$ cat src/rtl/pot_pkg.sv
/*
  Shared constants and carrier types of the panel output unit: frame
  geometry, byte-select fields, generator set-up and output port bundle.
  Assumes one back-end clock and static configuration while a frame runs.
*/
package pot_pkg;
  // ==========================================================
  // Widths and counts
  localparam int CW = 12;
  localparam int NGEN = 10;
  localparam int NSUB = 12;
  localparam int NPORT = 6;
  localparam int PIXW = 48;
  localparam int FIFO_DEPTH = 32;
  localparam logic [CW-1:0] POS_FIRST = 12'h001;
  // ==========================================================
  // Byte select field positions
  localparam int SEL_ALIGN = 7;
  localparam int SEL_SWAP = 6;
  localparam int SEL_INV = 5;
  localparam int SEL_LSB = 0;
  localparam int SEL_MSB = 2;
  // ==========================================================
  // Byte positions inside a pixel pair word
  localparam int R0_LSB = 40;
  localparam int G0_LSB = 32;
  localparam int B0_LSB = 24;
  localparam int R1_LSB = 16;
  localparam int G1_LSB = 8;
  localparam int B1_LSB = 0;
  // ==========================================================
  // Wait modes
  localparam logic [1:0] WAIT_ONE = 2'h0;
  localparam logic [1:0] WAIT_ROW = 2'h1;
  localparam logic [1:0] WAIT_FREE = 2'h3;

  typedef enum logic [1:0] {
    SRC_BLANK = 2'h0,
    SRC_BORDER = 2'h1,
    SRC_PICTURE = 2'h3
  } pot_src_t;

  typedef struct packed {
    logic line_mode;
    logic start_toggle;
    logic end_toggle;
    logic invert;
    logic [CW-1:0] start_col;
    logic [CW-1:0] start_row;
    logic [CW-1:0] end_col;
    logic [CW-1:0] end_row;
  } pot_gen_t;

  typedef struct packed {
    logic [CW-1:0] blank_len;
    logic [CW-1:0] border_len;
    logic [CW-1:0] picture_len;
    logic [CW-1:0] last_line;
    logic [CW-1:0] act_sx;
    logic [CW-1:0] act_sy;
    logic [CW-1:0] pic_sx;
    logic [CW-1:0] pic_sy;
    logic [CW-1:0] pic_ex;
    logic [CW-1:0] pic_ey;
    logic [CW-1:0] act_ex;
    logic [CW-1:0] act_ey;
    logic [CW-1:0] wait_col;
    logic [1:0] wait_mode;
    logic double_pixel;
    logic [23:0] border_rgb;
    logic [23:0] blank_rgb;
    logic [NPORT-1:0][7:0] byte_select;
    pot_gen_t [NSUB-1:0] gen;
  } pot_cfg_t;

  typedef struct packed {
    logic [NPORT-1:0][7:0] data;
    logic [NGEN-1:0] gen_out;
    logic pclk;
  } pot_port_t;
endpackage : pot_pkg

$ cat src/rtl/pot_top.sv
/*
  Panel output unit: pixel FIFO, frame geometry counters, wait points,
  colour mapping onto six ports and ten programmable signal generators.
  Assumes the pixel source and configuration run on core_clk and that
  configuration is held steady while a frame is emitted.
*/
// Contract
// - Whole frame sized by each row's own line length and the last line number.
// - Each frame starts at row 1, column 1.
// - Blanking, border and picture lines each use their own length.
// - Border pixels border colour, blanking blank colour, gaps border colour.
// - Picture lines halt at wait column until picture data is present.
// - Wait mode 11 free, 01 every picture row, 00 first row only.
// - Dual mode maps six bytes, pixel 0 first; single mode three.
// - Alignment bit moves low six bits to the top.
// - Swap bit reverses the byte's bit order.
// - Inversion bit complements the delivered byte.
// - Three-bit select picks red, green or blue of pixel 0 or 1.
// - Ten generator outputs replace fixed sync and enable pins.
// - Start sets or toggles, end resets or toggles, optional inversion.
// - Frame mode acts at window corners; line mode every line of the window.
// - Zero row value disables that action point.
// - Outputs 0 and 1 combine two independent sub-generators.
// - Column value is offset; change lands after programmed column.
// - Single mode one pixel per clock; dual mode pclk every second.
`timescale 1ns/10ps
`default_nettype none

// ==========================================================
// Pixel FIFO
module pot_fifo #(
  parameter int WIDTH = 48,
  parameter int DEPTH = 32
) (
  input wire logic core_clk,
  input wire logic arst_n,
  input wire logic in_valid,
  output logic in_ready,
  input wire logic [WIDTH-1:0] in_data,
  output logic out_valid,
  input wire logic out_ready,
  output logic [WIDTH-1:0] out_data
);
  localparam int AW = $clog2(DEPTH);
  typedef struct packed {
    logic [DEPTH-1:0][WIDTH-1:0] mem;
    logic [AW-1:0] wr;
    logic [AW-1:0] rd;
    logic [AW:0] cnt;
  } pot_fifo_st_t;
  pot_fifo_st_t st_ff, nxt_st;
  logic push, pop;

  assign in_ready = (st_ff.cnt != (AW+1)'(DEPTH));
  assign out_valid = (st_ff.cnt != '0);
  assign out_data = st_ff.mem[st_ff.rd];
  assign push = in_valid && in_ready;
  assign pop = out_valid && out_ready;

  always_comb begin
    nxt_st = st_ff;
    if (push) begin
      nxt_st.mem[st_ff.wr] = in_data;
      nxt_st.wr = (st_ff.wr == AW'(DEPTH-1)) ? '0 : st_ff.wr + 1'b1;
    end
    if (pop) begin
      nxt_st.rd = (st_ff.rd == AW'(DEPTH-1)) ? '0 : st_ff.rd + 1'b1;
    end
    nxt_st.cnt = st_ff.cnt + (AW+1)'(push) - (AW+1)'(pop);
  end

  always_ff @(posedge core_clk or negedge arst_n) begin
    if (!arst_n) begin
      st_ff <= '0;
    end else begin
      st_ff <= nxt_st;
    end
  end
endmodule : pot_fifo

// ==========================================================
// Output unit
module pot_top #(
  parameter int FIFO_DEPTH = pot_pkg::FIFO_DEPTH
) (
  input wire logic core_clk,
  input wire logic arst_n,
  input wire pot_pkg::pot_cfg_t cfg,
  input wire logic pix_valid,
  output logic pix_ready,
  input wire logic [pot_pkg::PIXW-1:0] pix_data,
  output pot_pkg::pot_port_t panel
);
  import pot_pkg::*;

  typedef struct packed {
    logic [CW-1:0] col;
    logic [CW-1:0] row;
    logic phase;
    logic [NSUB-1:0] gen_q;
    logic [NPORT-1:0][7:0] data;
    logic pclk;
    pot_src_t src;
  } pot_st_t;

  pot_st_t st_ff, nxt_st;
  logic f_valid, f_ready;
  logic [PIXW-1:0] f_data;
  logic tick, halt, wait_en, pic_row, act_row, pic_pos, act_pos;
  logic [CW-1:0] cur_len;
  logic [PIXW-1:0] px;
  logic [NSUB-1:0] start_hit, end_hit;

  // ==========================================================
  // Helpers
  function automatic logic inside_rng(input logic [CW-1:0] v,
                                      input logic [CW-1:0] lo,
                                      input logic [CW-1:0] hi);
    inside_rng = (v >= lo) && (v <= hi);
  endfunction : inside_rng

  function automatic logic [7:0] map_byte(input logic [7:0] sel,
                                          input logic [PIXW-1:0] p,
                                          input logic dual);
    logic [7:0] b;
    logic [7:0] r;
    b = '0;
    r = '0;
    // Pixel 1 bytes read as zero in single mode: only three exist
    unique casez (sel[SEL_MSB:SEL_LSB])
      3'b11?: b = p[R0_LSB +: 8];
      3'b101: b = p[G0_LSB +: 8];
      3'b100: b = p[B0_LSB +: 8];
      3'b01?: b = dual ? p[R1_LSB +: 8] : 8'h00;
      3'b001: b = dual ? p[G1_LSB +: 8] : 8'h00;
      3'b000: b = dual ? p[B1_LSB +: 8] : 8'h00;
    endcase
    if (sel[SEL_ALIGN]) begin
      b = {b[5:0], 2'h0};
    end
    r = b;
    if (sel[SEL_SWAP]) begin
      for (int i = 0; i < 8; i++) begin
        r[i] = b[7-i];
      end
    end
    if (sel[SEL_INV]) begin
      r = ~r;
    end
    map_byte = r;
  endfunction : map_byte

  // ==========================================================
  // Input buffer
  pot_fifo #(
    .WIDTH(PIXW),
    .DEPTH(FIFO_DEPTH)
  ) u_fifo (
    .core_clk(core_clk),
    .arst_n(arst_n),
    .in_valid(pix_valid),
    .in_ready(pix_ready),
    .in_data(pix_data),
    .out_valid(f_valid),
    .out_ready(f_ready),
    .out_data(f_data)
  );

  // ==========================================================
  // Geometry decode
  always_comb begin
    pic_row = inside_rng(st_ff.row, cfg.pic_sy, cfg.pic_ey);
    act_row = inside_rng(st_ff.row, cfg.act_sy, cfg.act_ey);
    pic_pos = pic_row && inside_rng(st_ff.col, cfg.pic_sx, cfg.pic_ex);
    act_pos = act_row && inside_rng(st_ff.col, cfg.act_sx, cfg.act_ex);
    if (pic_row) begin
      cur_len = cfg.picture_len;
    end else if (act_row) begin
      cur_len = cfg.border_len;
    end else begin
      cur_len = cfg.blank_len;
    end
    unique case (cfg.wait_mode)
      WAIT_ROW: wait_en = pic_row;
      WAIT_ONE: wait_en = (st_ff.row == cfg.pic_sy);
      default: wait_en = 1'b0;
    endcase
    // Stall in either pixel clock phase while at the wait column without data
    halt = wait_en && (st_ff.col == cfg.wait_col) && !f_valid;
    // Dual mode spends two clocks per pixel pair
    tick = (!cfg.double_pixel || st_ff.phase) && !halt;
    f_ready = tick && pic_pos;
  end

  // ==========================================================
  // Generator action points
  always_comb begin
    for (int g = 0; g < NSUB; g++) begin
      // Zero row disables the point; column match is end of column
      start_hit[g] = tick && (cfg.gen[g].start_row != '0) &&
        (st_ff.col == cfg.gen[g].start_col) &&
        (cfg.gen[g].line_mode ?
          inside_rng(st_ff.row, cfg.gen[g].start_row, cfg.gen[g].end_row) :
          (st_ff.row == cfg.gen[g].start_row));
      end_hit[g] = tick && (cfg.gen[g].end_row != '0) &&
        (st_ff.col == cfg.gen[g].end_col) &&
        (cfg.gen[g].line_mode ?
          inside_rng(st_ff.row, cfg.gen[g].start_row, cfg.gen[g].end_row) :
          (st_ff.row == cfg.gen[g].end_row));
    end
  end

  // ==========================================================
  // Next state
  always_comb begin
    nxt_st = st_ff;
    px = '0;
    if (!halt) begin
      nxt_st.phase = cfg.double_pixel ? !st_ff.phase : 1'b1;
      nxt_st.pclk = cfg.double_pixel ? !st_ff.pclk : 1'b1;
    end
    if (tick) begin
      if (st_ff.col >= cur_len) begin
        nxt_st.col = POS_FIRST;
        nxt_st.row = (st_ff.row >= cfg.last_line) ? POS_FIRST :
          st_ff.row + 1'b1;
      end else begin
        nxt_st.col = st_ff.col + 1'b1;
      end
      if (pic_pos && f_valid) begin
        px = f_data;
        nxt_st.src = SRC_PICTURE;
      end else if (act_pos) begin
        // Missing picture data falls back to border colour
        px = {cfg.border_rgb, cfg.border_rgb};
        nxt_st.src = SRC_BORDER;
      end else begin
        px = {cfg.blank_rgb, cfg.blank_rgb};
        nxt_st.src = SRC_BLANK;
      end
      for (int p = 0; p < NPORT; p++) begin
        nxt_st.data[p] = map_byte(cfg.byte_select[p], px, cfg.double_pixel);
      end
      for (int g = 0; g < NSUB; g++) begin
        if (start_hit[g]) begin
          nxt_st.gen_q[g] = cfg.gen[g].start_toggle ? !st_ff.gen_q[g] :
            1'b1;
        end
        if (end_hit[g]) begin
          nxt_st.gen_q[g] = cfg.gen[g].end_toggle ? !nxt_st.gen_q[g] :
            1'b0;
        end
      end
    end
  end

  always_ff @(posedge core_clk or negedge arst_n) begin
    if (!arst_n) begin
      st_ff <= '{col: POS_FIRST, row: POS_FIRST, src: SRC_BLANK,
        default: '0};
    end else begin
      st_ff <= nxt_st;
    end
  end

  // ==========================================================
  // Panel outputs
  always_comb begin
    panel.data = st_ff.data;
    panel.pclk = st_ff.pclk;
    // Sub-generators 0..3 pair up onto outputs 0 and 1
    panel.gen_out[0] = (st_ff.gen_q[0] ^ cfg.gen[0].invert) ^
      (st_ff.gen_q[1] ^ cfg.gen[1].invert);
    panel.gen_out[1] = (st_ff.gen_q[2] ^ cfg.gen[2].invert) ^
      (st_ff.gen_q[3] ^ cfg.gen[3].invert);
    for (int o = 2; o < NGEN; o++) begin
      panel.gen_out[o] = st_ff.gen_q[o+2] ^ cfg.gen[o+2].invert;
    end
  end
endmodule : pot_top

`default_nettype wire

$ cat config.mk
export PLATFORM = sky130hd
export DESIGN_NAME = pot_top
export DESIGN_NICKNAME = d
export VERILOG_FILES = /design/src/rtl/pot_pkg.sv /design/src/rtl/pot_top.sv
export SDC_FILE = /design/constraint.sdc
export NUM_CORES = 2
export LEC_CHECK = 0
export BUFFER_PORTS_ARGS = -buffer_cell sky130_fd_sc_hd__buf_2
export CAP_MARGIN = 0
export CORE_MARGIN = 3
export CORE_UTILIZATION = 55
export CTS_BUF_LIST = sky130_fd_sc_hd__clkbuf_8
export DETAILED_ROUTE_END_ITERATION = 10
export PLACE_DENSITY = 0.75
export SETUP_SLACK_MARGIN = 0.02
export SLEW_MARGIN = 20
export SYNTH_ARGS = -nofsm -noshare
export SYNTH_HDL_FRONTEND = slang
export SYNTH_SLANG_ARGS = --single-unit
$ cat constraint.sdc
create_clock -name core_clk -period 7.3 [get_ports core_clk]
set_input_delay 1.095 -clock core_clk [delete_from_list [all_inputs] [get_ports core_clk]]
set_output_delay 1.095 -clock core_clk [all_outputs]
set_load 0.02 [all_outputs]
==> impl_metrics.yaml <==
outcome:
  status: "completed"
detailed_routing:
  ant_nets: 0
  vias: 72900
  routed_via_density: 6.54
  route.detailed.drc: 0
  first_pass_iters: 6
  wl_mm: 377
  drtIter0Drc: 7247
  routedWlPerCell_um: 33.8
floorplanning:
  die-area_sq_um: 178000
  core-area_sq_um: 171000
  io_pins: 990
  die_width_um: 422
  row_count: 151
  die_h_um: 422
  start_util: 0.557
placement:
  place_hpwl_mm: 268
  place_area_sq_um: 102000
  globalplace.congestion: 1.06
  port_buffers: 977
synthesis:
  ys_seq_area_frac: 0.431
  synth-seq-cells: 1638
  synth-edff-count: 0
  syn_nets: 9131
  netlist_area_sq_um: 95100
  synth_area_per_cell_sq_um: 12.2
  synth_area_leaders: "dfrtp_1 43%, mux2_2 18%, mux4_2 7.5%"
  ys_dominant_reg_cell: "dfrtp_1"
  ys_warn_count: 0
  yosys.area.top_type: "dfrtp_1"
  synth_top_area_share: 0.430
  synth.distinct_cells: 95
  synthArstFlopShare: 1.00
  synth_cells: 7774
timing:
  max_freq_mhz: 167
  slew_viol_final: 0
  period_share: 0.823
  tns_ns: 0
  setup_viol: 0
  fin_skew_ns: 0.0689
  worstMarginPinSlew_ns: 1.27
  hold_violations: 0
  period_needed_ns: 6.01
  rsz0062_at_grt: "no"
  slew-limit-headroom: 0.155
clock_tree:
  cts-hold-fix-buffers: 0
  cts_max_path_buffers: 4
  postCtsSetupRepairBufs: 0
  clk_pin_slew_worst_paths_ns: 0.06
  clock-sinks: 1638
  ctsResizeCount: 0
  numCtsBuffers: 283
  clockRootBuffer: "clkbuf_8"
  insertion_delay_ns: 1.00
  htreeDepth: 5
  tritoncts: "yes"
setup_path:
  endpoint_kind: "flip-flop"
  worstSetupPathType: "flip-flop to flip-flop"
  cp_max_fo: 16
  path_cells: "buf_4 -> ha_1 -> nand2_1 -> o21ai_0 -> o311ai_0 -> nand2_1 -> buf_4 -> mux2i_1 -> o21ai_0 -> ha_1 -> nand2b_1 -> a21o_1 -> a21o_1 -> a21o_1 -> a21o_1 -> a21o_1 -> a211oi_1 -> o21a_1 -> o21ai_1 -> buf_4 -> nand2_1 -> nor2b_1 -> a22o_1"
  critPathTopFamily: "compound AO/OA/AOI/OAI gates"
  cpPeakStageDelay_ns: 0.87
  start_kind: "flip-flop"
  worstPathArrival_ns: 6.85
  required_ns: 8.15
  slowest_stage: "o311ai_0"
  reg2reg_depth: 23
  r2r_setup_slack_ns: 1.29
  cp_common_cell: "a21o_1"
  cp_num_buf_inv: 3
  r2r_end: "st_ff[69]"
  timing.rr.start: "st_ff[70]"
layout:
  fin_area_sq_um: 108000
  layout.nets: 9972
  final_core_util: 0.631
  area_growth_syn_to_layout_pct: 13.3
  drive_gt1_frac: 0.407
global_routing:
  first_global_vias: 74300
  antenna_found_initial: 101
  grt_max_degree: 178
  grt_overflow: 0
  grt_pass1_wl_mm: 534
  grt.total_usage: 0.416
power:
  p_switching_mw: 10.6
  power.leakage_nw: 52.6
  clkPwrFrac: 0.248
  switching_share: 0.324
  intPower_mw: 22.1
  comb_power_share: 0.312
  pwr-share-seq: 0.439
  ir_drop_mv: 0.268
  power_density_nw_per_um2: 304
run:
  max-cap-violations: 0
hold_path:
  hold_path_class: "input pin to asynchronous set/reset pin"
-- area by class of cell --
| class | count | area [sq um] |
|---|---|---|
| Sequential cell | 1638 | 41000 |
| Fill cell | 13300 | 62900 |
| Timing Repair Buffer | 1186 | 6810 |
| Antenna cell | 60 | 150 |
| Clock inverter | 111 | 531 |
| Inverter | 420 | 1580 |
| Clock buffer | 353 | 4860 |
| Multi-Input combinational cell | 5086 | 49900 |
| Tap cell | 2295 | 2870 |
-- how the worst max path moves through the flow --
stage | start | endpoint | slack (ns) | depth (start not counted)
after floorplan | cfg[792] | st_ff[67] | 1.63 | 25
after global placement | cfg[736] | st_ff[69] | 1.09 | 25
after detailed placement | cfg[736] | st_ff[74] | 1.06 | 25
after CTS | st_ff[70] | st_ff[74] | 1.44 | 23
after global routing | st_ff[70] | st_ff[72] | 1.13 | 23
final | st_ff[70] | st_ff[69] | 1.29 | 23
-- power by group through the flow --
| stage | Sequential [mW] | Combinational [mW] | Clock [mW] |
|---|---|---|---|
| 2_1_floorplan | 13.7 | 7.09 | 0 |
| 3_3_place_gp | 14.1 | 9.67 | 0 |
| 3_5_place_dp | 14.4 | 10.1 | 0 |
| 4_1_cts | 14.3 | 10.1 | 8.22 |
| 5_1_grt | 14.7 | 10.9 | 8.64 |
| 6_report | 14.4 | 10.2 | 8.14 |
-- cells by family after synthesis --
family,after synthesis,share of synthesized area
DFF,1638,0.431
AOI/OAI and AO/OA,1037,0.0767
muxes,2197,0.298
buffers and inverters,1050,0.0486
adders and majority gates,427,0.0563
and+or+nand+nor,1093,0.0590
xor gates and xnor gates,332,0.0306
-- worst register-to-register path, cell delays in order, from the launching register on --
cell and delay, ns:
dfrtp_2 0.55, buf_4 0.47, ha_1 0.35, nand2_1 0.06
o21ai_0 0.08, o311ai_0 0.87, nand2_1 0.12, buf_4 0.25
mux2i_1 0.14, o21ai_0 0.17, ha_1 0.25, nand2b_1 0.14
a21o_1 0.17, a21o_1 0.17, a21o_1 0.17, a21o_1 0.17
a21o_1 0.17, a211oi_1 0.24, o21a_1 0.16, o21ai_1 0.07
buf_4 0.19, nand2_1 0.38, nor2b_1 0.28, a22o_1 0.27
-- layout by cell type (no fill, tap or decap), types with 22 or more instances in the layout --
cell       count
clkinv_2      25
nand2_4       25
clkbuf_8     353
nor2b_1       51
mux2_2      1561
xnor2_1      134
a2111oi_0     22
buf_12        26
and2_1        25
xor2_1       197
a221oi_1      38
buf_4        183
mux4_1        27
nor3_1        60
dfrtp_1     1609
a31oi_1       51
inv_1        485
mux2i_1      291
nand2_1      243
dfrtp_2       22
nand2b_1      41
o22ai_1       30
a21oi_1      202
and3_1        35
nand3_1      122
ha_1         426
nor2_1       169
a21o_1       100
nor4_1       124
o21a_1        23
a211oi_1      62
o21ai_0      160
a22oi_1      116
nand4_1      115
buf_2        976
mux4_2       315
diode_2       60
a32oi_1       30
-- per-layer routing --
metal	part of all wire	vias up	global-route usage
met4	0.076	48	0.277
met1	0.38	37800	0.515
met2	0.46	3615	0.648
li1	-	30500	-
met5	0.00082	-	0
met3	0.085	968	0.103
-- cells in the mapped netlist (all sizes together) (177+ instances only) --
cell type / instances
dfrtp: 1636
mux2: 1562
ha: 426
inv: 411
clkbuf: 360
mux4: 342
mux2i: 293
nand2: 270
buf: 267
a21oi: 204
xor2: 197
nor2: 178
o21ai: 177
-- sequential cells by signal (all words and copies together) (netlist names) --
signal	flops
st_ff	37
panel	49
u_fifo.st_ff	1552
-- through the flow --
stage                     hold slack, ns  power (mW)  setup WS, ns  std cells
final                              0.142        32.7          1.29      11100
after global routing               0.177        34.2          1.13      11100
after CTS                          0.175        32.6          1.44      11100
after detailed placement           0.478        24.5          1.06      10600
after global placement             0.471        23.7          1.09      10600
after floorplan                    0.450        20.8          1.63       7774
Note: power is estimated with default switching activity, not from simulation.
